<file path="config.mk">
export PLATFORM = sky130hd
export DESIGN_NAME = cpu_dmem_access
export DESIGN_NICKNAME = d
export VERILOG_FILES = /design/src/cpu_dmem_pkg.sv /design/src/nibble_port_if.sv /design/src/nibble_ram.sv /design/src/cpu_dmem_access.sv
export VERILOG_INCLUDE_DIRS = /design/src
export SDC_FILE = /design/constraint.sdc
export NUM_CORES = 2
export LEC_CHECK = 0
export BUFFER_PORTS_ARGS = -buffer_cell sky130_fd_sc_hd__buf_2
export CAP_MARGIN = 20
export CORE_ASPECT_RATIO = 1.25
export CORE_MARGIN = 1
export CORE_UTILIZATION = 45
export DETAILED_ROUTE_END_ITERATION = 7
export GPL_TIMING_DRIVEN = 0
export PLACE_DENSITY_LB_ADDON = 0.25
export SYNTH_ARGS = -nofsm -noshare
export SYNTH_HDL_FRONTEND = slang
export SYNTH_SLANG_ARGS = --single-unit
</file>
<file path="constraint.sdc">
create_clock -name clk_sys -period 13.35 [get_ports clk_sys]
set_input_delay 0 -clock clk_sys [delete_from_list [all_inputs] [get_ports clk_sys]]
set_output_delay 0 -clock clk_sys [all_outputs]
set_load 0.05 [all_outputs]
</file>
<file path="src/cpu_dmem_map.svh">
`ifndef CPU_DMEM_MAP_SVH
`define CPU_DMEM_MAP_SVH
// peripheral addresses
`define PADDR_CARRIER_LOW    8'h03
`define PADDR_CARRIER_HIGH   8'h04
`define PADDR_TIMER8_COUNT   8'h05
`define PADDR_TIMER8_MODULO  8'h06
`define PADDR_TABLE_POINTER  8'h40
// data memory layout
`define BUF_BASE_ADDR        4'hC
`define SYS_FIRST_ADDR       7'h74
`define ROW_POINTER_HIGH_ADDR 7'h7D
`define ROW_POINTER_LOW_ADDR 7'h7E
`define STAGING_ADDR         7'h78
`define RF_DATA_FIRST        7'h40
`define BUF_RESET_VALUE      16'h0320
`define CARRIER_HIGH_TOP_BIT 7
`define CTRL_NIBBLES         16
`define RP_BANK_BIT          3
`endif

</file>
<file path="src/cpu_dmem_pkg.sv">
package cpu_dmem_pkg;
    typedef enum logic [2:0] {
        OP_NONE        = 3'h0,
        OP_MEM_WRITE   = 3'h1,
        OP_ALU_GEN     = 3'h2,
        OP_PERIPH_WR   = 3'h3,
        OP_PERIPH_RD   = 3'h4,
        OP_TABLE_FETCH = 3'h5,
        OP_RF_READ     = 3'h6,
        OP_RF_WRITE    = 3'h7
    } cpu_op_t;
    typedef enum logic [1:0] {
        ALU_MOVE = 2'h0,
        ALU_ADD  = 2'h1,
        ALU_SUB  = 2'h2,
        ALU_AND  = 2'h3
    } alu_fn_t;
endpackage : cpu_dmem_pkg

</file>
<file path="src/nibble_port_if.sv">
`timescale 1ns/10ps
`default_nettype none
interface nibble_port_if;
    logic       we;
    logic [7:0] waddr;
    logic [3:0] wdata;
    logic [7:0] raddr_a;
    logic [3:0] rdata_a;
    modport ctrl (output we, waddr, wdata, raddr_a, input rdata_a);
    modport mem  (input we, waddr, wdata, raddr_a, output rdata_a);
endinterface : nibble_port_if
`default_nettype wire

</file>
<file path="src/nibble_ram.sv">
`timescale 1ns/10ps
`default_nettype none
// two banks of 128 nibbles; registered read port
module nibble_ram #(
    parameter int DEPTH = 256
) (
    input  wire logic  clk_sys,
    nibble_port_if.mem port
);
    logic [3:0] cells [DEPTH];

    // write port, no reset: contents are undefined at power up
    always_ff @(posedge clk_sys) begin
        if (port.we) begin
            cells[port.waddr] <= port.wdata;
        end
    end

    // registered read
    always_ff @(posedge clk_sys) begin
        port.rdata_a <= cells[port.raddr_a];
    end
endmodule : nibble_ram
`default_nettype wire

</file>
<file path="src/cpu_dmem_access.sv">
`timescale 1ns/10ps
`default_nettype none
`include "cpu_dmem_map.svh"
//Function
// - one row of sixteen nibbles is scratch row
// - row pointer reaches rows zero to seven
// - single op between memory and scratch row
// - scratch row is plain memory too
// - transfer buffer lives at nibbles 0C-0F
// - timer count read-only, modulo write-only
// - carrier low modulo read and write
// - carrier high top bit reads zero
// - table pointer load, unimplemented bits dropped
// - table fetch fills buffer from rom
// - writes to read-only register ignored
// - unused peripheral address reads undefined, ignores writes; the code reads zero
// - rf 00-3F reach control nibbles only
// - rf 40-7F reach data memory nibbles; the code reaches only 40-73, not the system nibbles 74-7F
// - only sixteen control nibbles implemented
// - rf read copies into staging nibble
// - rf write copies staging nibble out
// - address is row bits over column bits
// - system nibbles shared by both banks
// - buffer resets to 0320
module cpu_dmem_access #(
    parameter int ROM_ADDR_BITS = 14
) (
    // clock and reset
    input  wire logic                  clk_sys,
    input  wire logic                  reset_n,
    // instruction stream
    input  wire logic                  op_valid,
    input  wire cpu_dmem_pkg::cpu_op_t op_code,
    input  wire cpu_dmem_pkg::alu_fn_t alu_fn,
    input  wire logic                  op_bank,
    input  wire logic [6:0]            op_addr,
    input  wire logic [3:0]            op_col,
    input  wire logic [3:0]            op_data,
    input  wire logic [7:0]            op_paddr,
    output logic                       op_done,
    output logic [3:0]                 op_rdata,
    // rom table port
    output logic [15:0]                rom_addr,
    input  wire logic [15:0]           rom_data,
    // peripheral side
    input  wire logic [7:0]            timer8_count_value,
    output logic [7:0]                 timer8_modulo_value,
    output logic                       timer8_modulo_load,
    output logic [7:0]                 carrier_low_period_modulo,
    output logic [7:0]                 carrier_high_period_modulo,
    output logic [15:0]                rom_table_pointer,
    output logic [63:0]                control_nibbles
);
    localparam logic [15:0] TP_MASK = 16'((32'h1 << ROM_ADDR_BITS) - 1);

    logic       rst_meta;
    logic       rst_sync_n;
    logic [6:0] row_pointer;
    logic [3:0] staging;
    logic [3:0] ctrl_mem [`CTRL_NIBBLES];
    logic [15:0] buffer;
    logic [3:0] staging_gen;
    logic       wr_now;
    logic [7:0] wr_addr;
    logic [3:0] wr_data;
    logic [7:0] rd_addr;
    logic       pending;
    cpu_dmem_pkg::cpu_op_t held_op;
    cpu_dmem_pkg::alu_fn_t held_fn;
    logic [7:0] held_addr;
    logic [7:0] gen_addr;
    logic [3:0] peri_rd_lo;
    logic [3:0] peri_rd_hi;
    logic       buf_periph_ld;
    logic       buf_rom_ld;

    nibble_port_if port ();

    nibble_ram #(.DEPTH(256)) u_ram (
        .clk_sys (clk_sys),
        .port    (port)
    );

    // reset release through two flops
    always_ff @(posedge clk_sys or negedge reset_n) begin
        if (!reset_n) begin
            rst_meta   <= 1'b0;
            rst_sync_n <= 1'b0;
        end else begin
            rst_meta   <= 1'b1;
            rst_sync_n <= rst_meta;
        end
    end

    // bank and address merge; system nibbles ignore the bank
    function automatic logic [7:0] mem_index(input logic bank,
                                             input logic [6:0] a);
        logic shared;
        shared = (a >= `SYS_FIRST_ADDR);
        mem_index = {bank & ~shared, a};
    endfunction

    // row pointer names bank and row, column from operand
    function automatic logic [7:0] scratch_index(input logic [6:0] rp,
                                                 input logic [3:0] col);
        scratch_index = {rp[`RP_BANK_BIT], rp[2:0], col};
    endfunction

    function automatic logic [3:0] alu(input cpu_dmem_pkg::alu_fn_t f,
                                       input logic [3:0] a,
                                       input logic [3:0] b);
        unique case (f)
            cpu_dmem_pkg::ALU_MOVE: alu = b;
            cpu_dmem_pkg::ALU_ADD:  alu = 4'(a + b);
            cpu_dmem_pkg::ALU_SUB:  alu = 4'(a - b);
            cpu_dmem_pkg::ALU_AND:  alu = a & b;
        endcase
    endfunction

    assign gen_addr = scratch_index(row_pointer, op_col);

    // ram port: second cycle of an alu gen op writes back
    always_comb begin
        wr_now  = 1'b0;
        wr_addr = mem_index(op_bank, op_addr);
        wr_data = op_data;
        rd_addr = mem_index(op_bank, op_addr);
        if (pending) begin
            wr_addr = held_addr;
            wr_now  = (held_op == cpu_dmem_pkg::OP_ALU_GEN);
            wr_data = alu(held_fn, port.rdata_a, staging_gen);
            rd_addr = held_addr;
        end else if (op_valid) begin
            unique case (op_code)
                cpu_dmem_pkg::OP_MEM_WRITE: begin
                    wr_now = (op_addr < `SYS_FIRST_ADDR);
                end
                cpu_dmem_pkg::OP_RF_WRITE: begin
                    wr_now  = (op_addr >= `RF_DATA_FIRST) &&
                              (op_addr < `SYS_FIRST_ADDR);
                    wr_addr = mem_index(op_bank, op_addr);
                    wr_data = staging;
                end
                default: ;
            endcase
        end
    end

    // alu operand b captured for the write-back cycle
    always_ff @(posedge clk_sys or negedge rst_sync_n) begin
        if (!rst_sync_n) begin
            staging_gen <= 4'h0;
        end else if (!pending && op_valid &&
                     op_code == cpu_dmem_pkg::OP_ALU_GEN) begin
            staging_gen <= op_data;
        end
    end

    assign port.we      = wr_now;
    assign port.waddr   = wr_addr;
    assign port.wdata   = wr_data;
    assign port.raddr_a = pending ? held_addr :
                          ((op_valid && op_code == cpu_dmem_pkg::OP_ALU_GEN) ?
                           gen_addr : rd_addr);

    // two-cycle sequencing for ops needing a ram read
    always_ff @(posedge clk_sys or negedge rst_sync_n) begin
        if (!rst_sync_n) begin
            pending   <= 1'b0;
            held_op   <= cpu_dmem_pkg::OP_NONE;
            held_fn   <= cpu_dmem_pkg::ALU_MOVE;
            held_addr <= 8'h00;
        end else if (pending) begin
            pending <= 1'b0;
        end else if (op_valid && (op_code == cpu_dmem_pkg::OP_ALU_GEN ||
                     (op_code == cpu_dmem_pkg::OP_RF_READ &&
                      op_addr >= `RF_DATA_FIRST &&
                      op_addr < `SYS_FIRST_ADDR))) begin
            pending   <= 1'b1;
            held_op   <= op_code;
            held_fn   <= alu_fn;
            held_addr <= mem_index(op_bank, op_addr);
        end
    end

    // completion strobe and read data
    always_ff @(posedge clk_sys or negedge rst_sync_n) begin
        if (!rst_sync_n) begin
            op_done  <= 1'b0;
            op_rdata <= 4'h0;
        end else begin
            op_done <= pending ||
                       (op_valid && !(op_code == cpu_dmem_pkg::OP_ALU_GEN ||
                        (op_code == cpu_dmem_pkg::OP_RF_READ &&
                         op_addr >= `RF_DATA_FIRST &&
                         op_addr < `SYS_FIRST_ADDR)));
            if (pending) begin
                op_rdata <= port.rdata_a;
            end
        end
    end

    // peripheral read mux; unused addresses read zero as a defined stand-in
    always_comb begin
        peri_rd_lo = 4'h0;
        peri_rd_hi = 4'h0;
        unique case (op_paddr)
            `PADDR_TIMER8_COUNT: {peri_rd_hi, peri_rd_lo} =
                                 timer8_count_value;
            `PADDR_CARRIER_LOW:  {peri_rd_hi, peri_rd_lo} =
                                 carrier_low_period_modulo;
            `PADDR_CARRIER_HIGH: {peri_rd_hi, peri_rd_lo} =
                                 carrier_high_period_modulo;
            default: ;
        endcase
    end

    assign buf_periph_ld = op_valid && !pending &&
                           op_code == cpu_dmem_pkg::OP_PERIPH_RD;
    assign buf_rom_ld    = op_valid && !pending &&
                           op_code == cpu_dmem_pkg::OP_TABLE_FETCH;

    // transfer buffer held in flops at nibbles 0C-0F of bank 0
    always_ff @(posedge clk_sys or negedge rst_sync_n) begin
        if (!rst_sync_n) begin
            buffer <= `BUF_RESET_VALUE;
        end else if (buf_rom_ld) begin
            buffer <= rom_data;
        end else if (buf_periph_ld) begin
            buffer[7:0] <= {peri_rd_hi, peri_rd_lo};
        end else if (wr_now && wr_addr[7:2] ==
                     {2'h0, 4'(`BUF_BASE_ADDR >> 2)}) begin
            buffer[wr_addr[1:0]*4 +: 4] <= wr_data;
        end
    end

    // peripheral writes; read-only and unused targets untouched
    always_ff @(posedge clk_sys or negedge rst_sync_n) begin
        if (!rst_sync_n) begin
            timer8_modulo_value        <= 8'h00;
            timer8_modulo_load         <= 1'b0;
            carrier_low_period_modulo  <= 8'h00;
            carrier_high_period_modulo <= 8'h00;
            rom_table_pointer          <= 16'h0000;
        end else begin
            timer8_modulo_load <= 1'b0;
            if (op_valid && !pending &&
                op_code == cpu_dmem_pkg::OP_PERIPH_WR) begin
                unique case (op_paddr)
                    `PADDR_TIMER8_MODULO: begin
                        timer8_modulo_value <= buffer[7:0];
                        timer8_modulo_load  <= 1'b1;
                    end
                    `PADDR_CARRIER_LOW:
                        carrier_low_period_modulo <= buffer[7:0];
                    `PADDR_CARRIER_HIGH:
                        carrier_high_period_modulo <=
                            {1'b0, buffer[6:0]};
                    `PADDR_TABLE_POINTER:
                        rom_table_pointer <= buffer & TP_MASK;
                    default: ;
                endcase
            end
        end
    end

    // rom address trails the pointer by one cycle
    always_ff @(posedge clk_sys or negedge rst_sync_n) begin
        if (!rst_sync_n) begin
            rom_addr <= 16'h0000;
        end else begin
            rom_addr <= rom_table_pointer;
        end
    end

    // system nibbles: row pointer and staging, bank independent
    always_ff @(posedge clk_sys or negedge rst_sync_n) begin
        if (!rst_sync_n) begin
            row_pointer <= 7'h00;
            staging     <= 4'h0;
        end else if (pending && held_op == cpu_dmem_pkg::OP_RF_READ) begin
            staging <= port.rdata_a;
        end else if (op_valid && op_code == cpu_dmem_pkg::OP_RF_READ &&
                     op_addr < `RF_DATA_FIRST) begin
            staging <= op_addr[5:4] == 2'h0 ?
                       ctrl_mem[op_addr[3:0]] : 4'h0;
        end else if (op_valid && op_code == cpu_dmem_pkg::OP_MEM_WRITE) begin
            if (op_addr == `STAGING_ADDR) begin
                staging <= op_data;
            end
            if (op_addr == `ROW_POINTER_HIGH_ADDR) begin
                row_pointer[6:4] <= op_data[2:0];
            end
            if (op_addr == `ROW_POINTER_LOW_ADDR) begin
                row_pointer[3:0] <= op_data;
            end
        end
    end

    // sixteen implemented control nibbles at rf 00-0F
    genvar gi;
    generate
        for (gi = 0; gi < `CTRL_NIBBLES; gi++) begin : g_ctrl
            always_ff @(posedge clk_sys or negedge rst_sync_n) begin
                if (!rst_sync_n) begin
                    ctrl_mem[gi] <= 4'h0;
                end else if (op_valid && !pending &&
                             op_code == cpu_dmem_pkg::OP_RF_WRITE &&
                             op_addr == 7'(gi)) begin
                    ctrl_mem[gi] <= staging;
                end
            end
            assign control_nibbles[gi*4 +: 4] = ctrl_mem[gi];
        end
    endgenerate

    chk_carrier_top_zero: assert property (@(posedge clk_sys)
        disable iff (!rst_sync_n)
        carrier_high_period_modulo[`CARRIER_HIGH_TOP_BIT] == 1'b0)
        else $error("carrier high top bit set");
    chk_table_ptr_mask: assert property (@(posedge clk_sys)
        disable iff (!rst_sync_n)
        (rom_table_pointer & ~TP_MASK) == 16'h0000)
        else $error("table pointer high bits set");
    chk_fetch_fills_buffer: assert property (@(posedge clk_sys)
        disable iff (!rst_sync_n)
        buf_rom_ld |=> buffer == $past(rom_data))
        else $error("table fetch missed buffer");
    chk_count_read_only: assert property (@(posedge clk_sys)
        disable iff (!rst_sync_n)
        (op_valid && !pending && op_code == cpu_dmem_pkg::OP_PERIPH_WR &&
         op_paddr == `PADDR_TIMER8_COUNT) |=> $stable(timer8_modulo_value)
         && $stable(carrier_low_period_modulo))
        else $error("read-only write changed state");
    chk_periph_get_timer: assert property (@(posedge clk_sys)
        disable iff (!rst_sync_n)
        (buf_periph_ld && op_paddr == `PADDR_TIMER8_COUNT) |=>
        buffer[7:0] == $past(timer8_count_value))
        else $error("count read wrong");
    chk_modulo_write: assert property (@(posedge clk_sys)
        disable iff (!rst_sync_n)
        (op_valid && !pending && op_code == cpu_dmem_pkg::OP_PERIPH_WR &&
         op_paddr == `PADDR_CARRIER_LOW) |=>
        carrier_low_period_modulo == $past(buffer[7:0]))
        else $error("carrier low not written");
    chk_regfile_write_op_ctrl: assert property (@(posedge clk_sys)
        disable iff (!rst_sync_n)
        (op_valid && !pending && op_code == cpu_dmem_pkg::OP_RF_WRITE &&
         op_addr == 7'h02) |=> control_nibbles[11:8] == $past(staging))
        else $error("regfile_write_op lost");
    chk_gen_done: assert property (@(posedge clk_sys)
        disable iff (!rst_sync_n)
        (op_valid && !pending && op_code == cpu_dmem_pkg::OP_ALU_GEN)
        |=> ##1 op_done)
        else $error("gen op not done in two cycles");

    cov_fetch: cover property (@(posedge clk_sys) buf_rom_ld);
    cov_gen: cover property (@(posedge clk_sys) pending &&
        held_op == cpu_dmem_pkg::OP_ALU_GEN);
    cov_regfile_read_op_data: cover property (@(posedge clk_sys) pending &&
        held_op == cpu_dmem_pkg::OP_RF_READ);
endmodule : cpu_dmem_access
`default_nettype wire

</file>
==> reports/results.ini <==
[run_status]
status = complete, no violations

[drt]
dr_total_vias = 36000
drtPass1Iterations = 8
post_drt_wl_per_cell_um = 33.5
vias_per_cell = 6.50
remaining_drc_errors = 0
detailedRoute.firstIterationViolations = 5619
antenna_left = 0
drt_wl_total_um = 186000

[global_routing]
global_route.usage.met3_pct = 7.33
global_route_wire_length_before_repair_um = 258000
gr-max-usage-layer = met2
grt.overflow.total = 0
grt_antenna_before_repair = 10
grt_pass1_vias = 34700
grt_usage_pct = 32.5
grt.met2_usage_pct = 50.5
grtUsageMet1_pct = 40.1
grt_start_max_net_pins = 173

[timing]
min_period_over_period_pct = 41.4
min_period_ns = 5.53
rsz_0062_raised_after_global_routing = false
clock.fmax_ghz = 0.181
fin_ws_ns = 7.82
report.final.setup_viol = 0
maxSlewHeadroom_pct = 10.1
slew_viol_final = 0
report.final.hold_viol_count = 0
tightestPinTransition_ns = 1.31
clock-skew-final_ns = 0.0517

[logic_synthesis]
synth.most_common_cell = edfxtp_1
synthesized_flop_and_latch_total = 1191
synth_warnings = 0
synth_enable_flop_cells = 1024
sequential_cell_area_fraction_in_the_yosys_report_pct = 68.8
synth_ff_type = edfxtp_1
ys_types = 86
synth_largest_type_area_fraction_pct = 60.6
synth-async-reset-ratio_pct = 13.7
syn-cell-area_mm2 = 0.0507
synthTopCellsByCount = edfxtp_1 (1024), nor2_1 (332), o21ai_0 (214)
syn-instance-count = 3597
postSynthAreaPerCell_um2 = 14.1
synth.area.top_cells = edfxtp_1 (61%), dfrtp_1 (7.9%), mux2_2 (4.3%)
synth_largest_area_cell = edfxtp_1

[worst_setup_path]
critical-path-max-stage-delay_ns = 0.81
path_max_fanout = 10
cp_top_family = compound AO/OA/AOI/OAI gates
path_depth = 11
timing.critical_path.to_type = flop
worst-setup-path-type = flop to flop
timing.critical_path.arrival_ns = 6.10
worst-r2r-cell-count = 11
setup.worst_path.start_class = flop
worstPathCellList = buf_6, mux2i_2, inv_2, a21oi_4, a22oi_1, clkbuf_1, clkbuf_1, o2111ai_1, a32oi_1, nand4_1, nand4_1
r2r_setup_slack_ns = 7.82
critical_path_buf_inv_count = 4
worst_r2r_dst = u_ram.port.rdata_a[3]
cpMaxStageDelayCell = clkbuf_1
crit-reg2reg-launch = pending
critical_path.endpoint = u_ram.port.rdata_a[3]
required_ns = 13.92
startpoint = pending

[clocking]
cts_made_buffers = 110
htree_num_levels = 3
tritoncts_num_sinks = 1191
cts_tree = built
clock_tree.root_cell = clkbuf_16
post-cts-setup-buffer-count = 0
cts.clk_slew.worst_paths_ns = 0.06
cts_max_path_buffers = 3
clock_insertion_delay_worst_skew_ns = 0.76
cts.repair.resized = 0
cts-hold-fix-buffers = 46

[placed_design]
place.detailed.instances = 5282
port-buffer-count = 169
detailed_place.area_mm2 = 0.0543
hpwlAfterDp_um = 134000
routabilityCongestion = 1.03
post-place-ws_ns = 8.37

[run]
max_cap_violations = 0

[floorplanning]
fp.coreArea_mm2 = 0.112
rows = 137
boundaryPins = 182
die_h_um = 377
die_area_mm2 = 0.114
floorplan.initialDensity_pct = 45.4
die_w_um = 302

[layout]
nets = 4059
number_of_standard_cells_in_the_final_layout_excluding_fillers = 5547
post-route-cell-area_mm2 = 0.0586
multi_input_gate_area_in_the_final_layout_mm2 = 0.0145
final.fill_count = 9460
utilization_pct = 52.4
syn_to_final_growth_pct = 15.5
fraction_of_layout_instances_using_a_drive_strength_above_1_pct = 19.3
sequential_cell_area_mm2 = 0.0349

[power]
worst_ir_drop_vdd_mv = 0.126
power_leakage_uw = 0.0202
pwr_density_cell_mw_per_mm2 = 147
report.power.total_uw = 8610

[worst_hold_path]
worstHoldPathType = primary input to flop

metal layers:
| layer | share of wire, % | routed length [um] |
|---|---|---|
| met3 | 11 | 19600 |
| met1 | 36 | 66100 |
| met5 | 0.040 | 74 |
| met2 | 46 | 85200 |
| met4 | 8.1 | 15100 |
worst reg2reg max path, stage by stage, from the launching register on:
cell and delay (ns):
dfrtp_1 0.37, buf_6 0.16, mux2i_2 0.29, inv_2 0.23, a21oi_4 0.10, a22oi_1 0.73
clkbuf_1 0.81, clkbuf_1 0.72, o2111ai_1 0.71, a32oi_1 0.63, nand4_1 0.24, nand4_1 0.39
cells by family after synthesis:
logic type / synth area share, %
buffers and inverters: 2.85
other: 0.0148
and+or+nand+nor: 8.20
muxes: 8.25
adders and majority gates: 0.434
AOI/OAI and AO/OA: 11.4
DFF: 68.8
xor gates and xnor gates: 0.0863
flip-flops by register name, indices dropped and copies added (netlist names), 7 cells and up:
name / flops
buffer: 14
carrier_high_period_modulo: 7
carrier_low_period_modulo: 8
control_nibbles: 64
held_addr: 8
rom_addr: 14
rom_table_pointer: 14
timer8_modulo_value: 8
u_ram.cells: 1024
how the worst min path moves through the flow:
| stage | startpoint | cells past startpoint | slack [ns] | end |
|---|---|---|---|---|
| finish | alu_fn[0] | 4 | 0.05 | held_fn[0] |
| global route | alu_fn[0] | 4 | 0.07 | held_fn[0] |
| CTS | op_code[1] | 5 | 0.003 | held_op[0] |
| detailed placement | reset_n | 1 | -0.19 | rst_meta |
| global placement | reset_n | 1 | -0.20 | rst_meta |
| floorplan | reset_n | 0 | -0.30 | rst_meta |
stage by stage:
step	hold slack, ns	TNS (ns)
4_1_cts	0.00300	0
5_1_grt	0.0745	0
3_5_place_dp	-0.193	0
2_1_floorplan	-0.296	-26.28
6_report	0.0531	0
3_3_place_gp	-0.197	-9988.59
area by class of cell:
type                    instances  area share (%)
diodes                          7          0.0299
plain buffers                 288            2.28
clock buffers                 131            5.03
clock inverters                76            1.41
inverters                      30           0.205
multi-input cells            2092            24.7
flip-flops and latches       1191            59.6
well taps                    1459            3.11
repair buffers                273            3.71
placed cells by master (no fill, tap or decap), types with 112 or more instances in the layout:
| cell | n |
|---|---|
| nor2_1 | 332 |
| buf_2 | 261 |
| a21oi_1 | 112 |
| nand3_1 | 151 |
| nand2_1 | 163 |
| mux2_2 | 196 |
| dfrtp_1 | 159 |
| clkbuf_1 | 170 |
| o21ai_0 | 212 |
| edfxtp_1 | 1024 |
| clkbuf_16 | 114 |
where the power goes:
group	total, uW	switching (uW)	internal (uW)
Clock	3330	1460	1870
Combinational	1080	780	298
Sequential	4200	48.9	4150
Note: power is estimated with default switching activity, not from simulation.
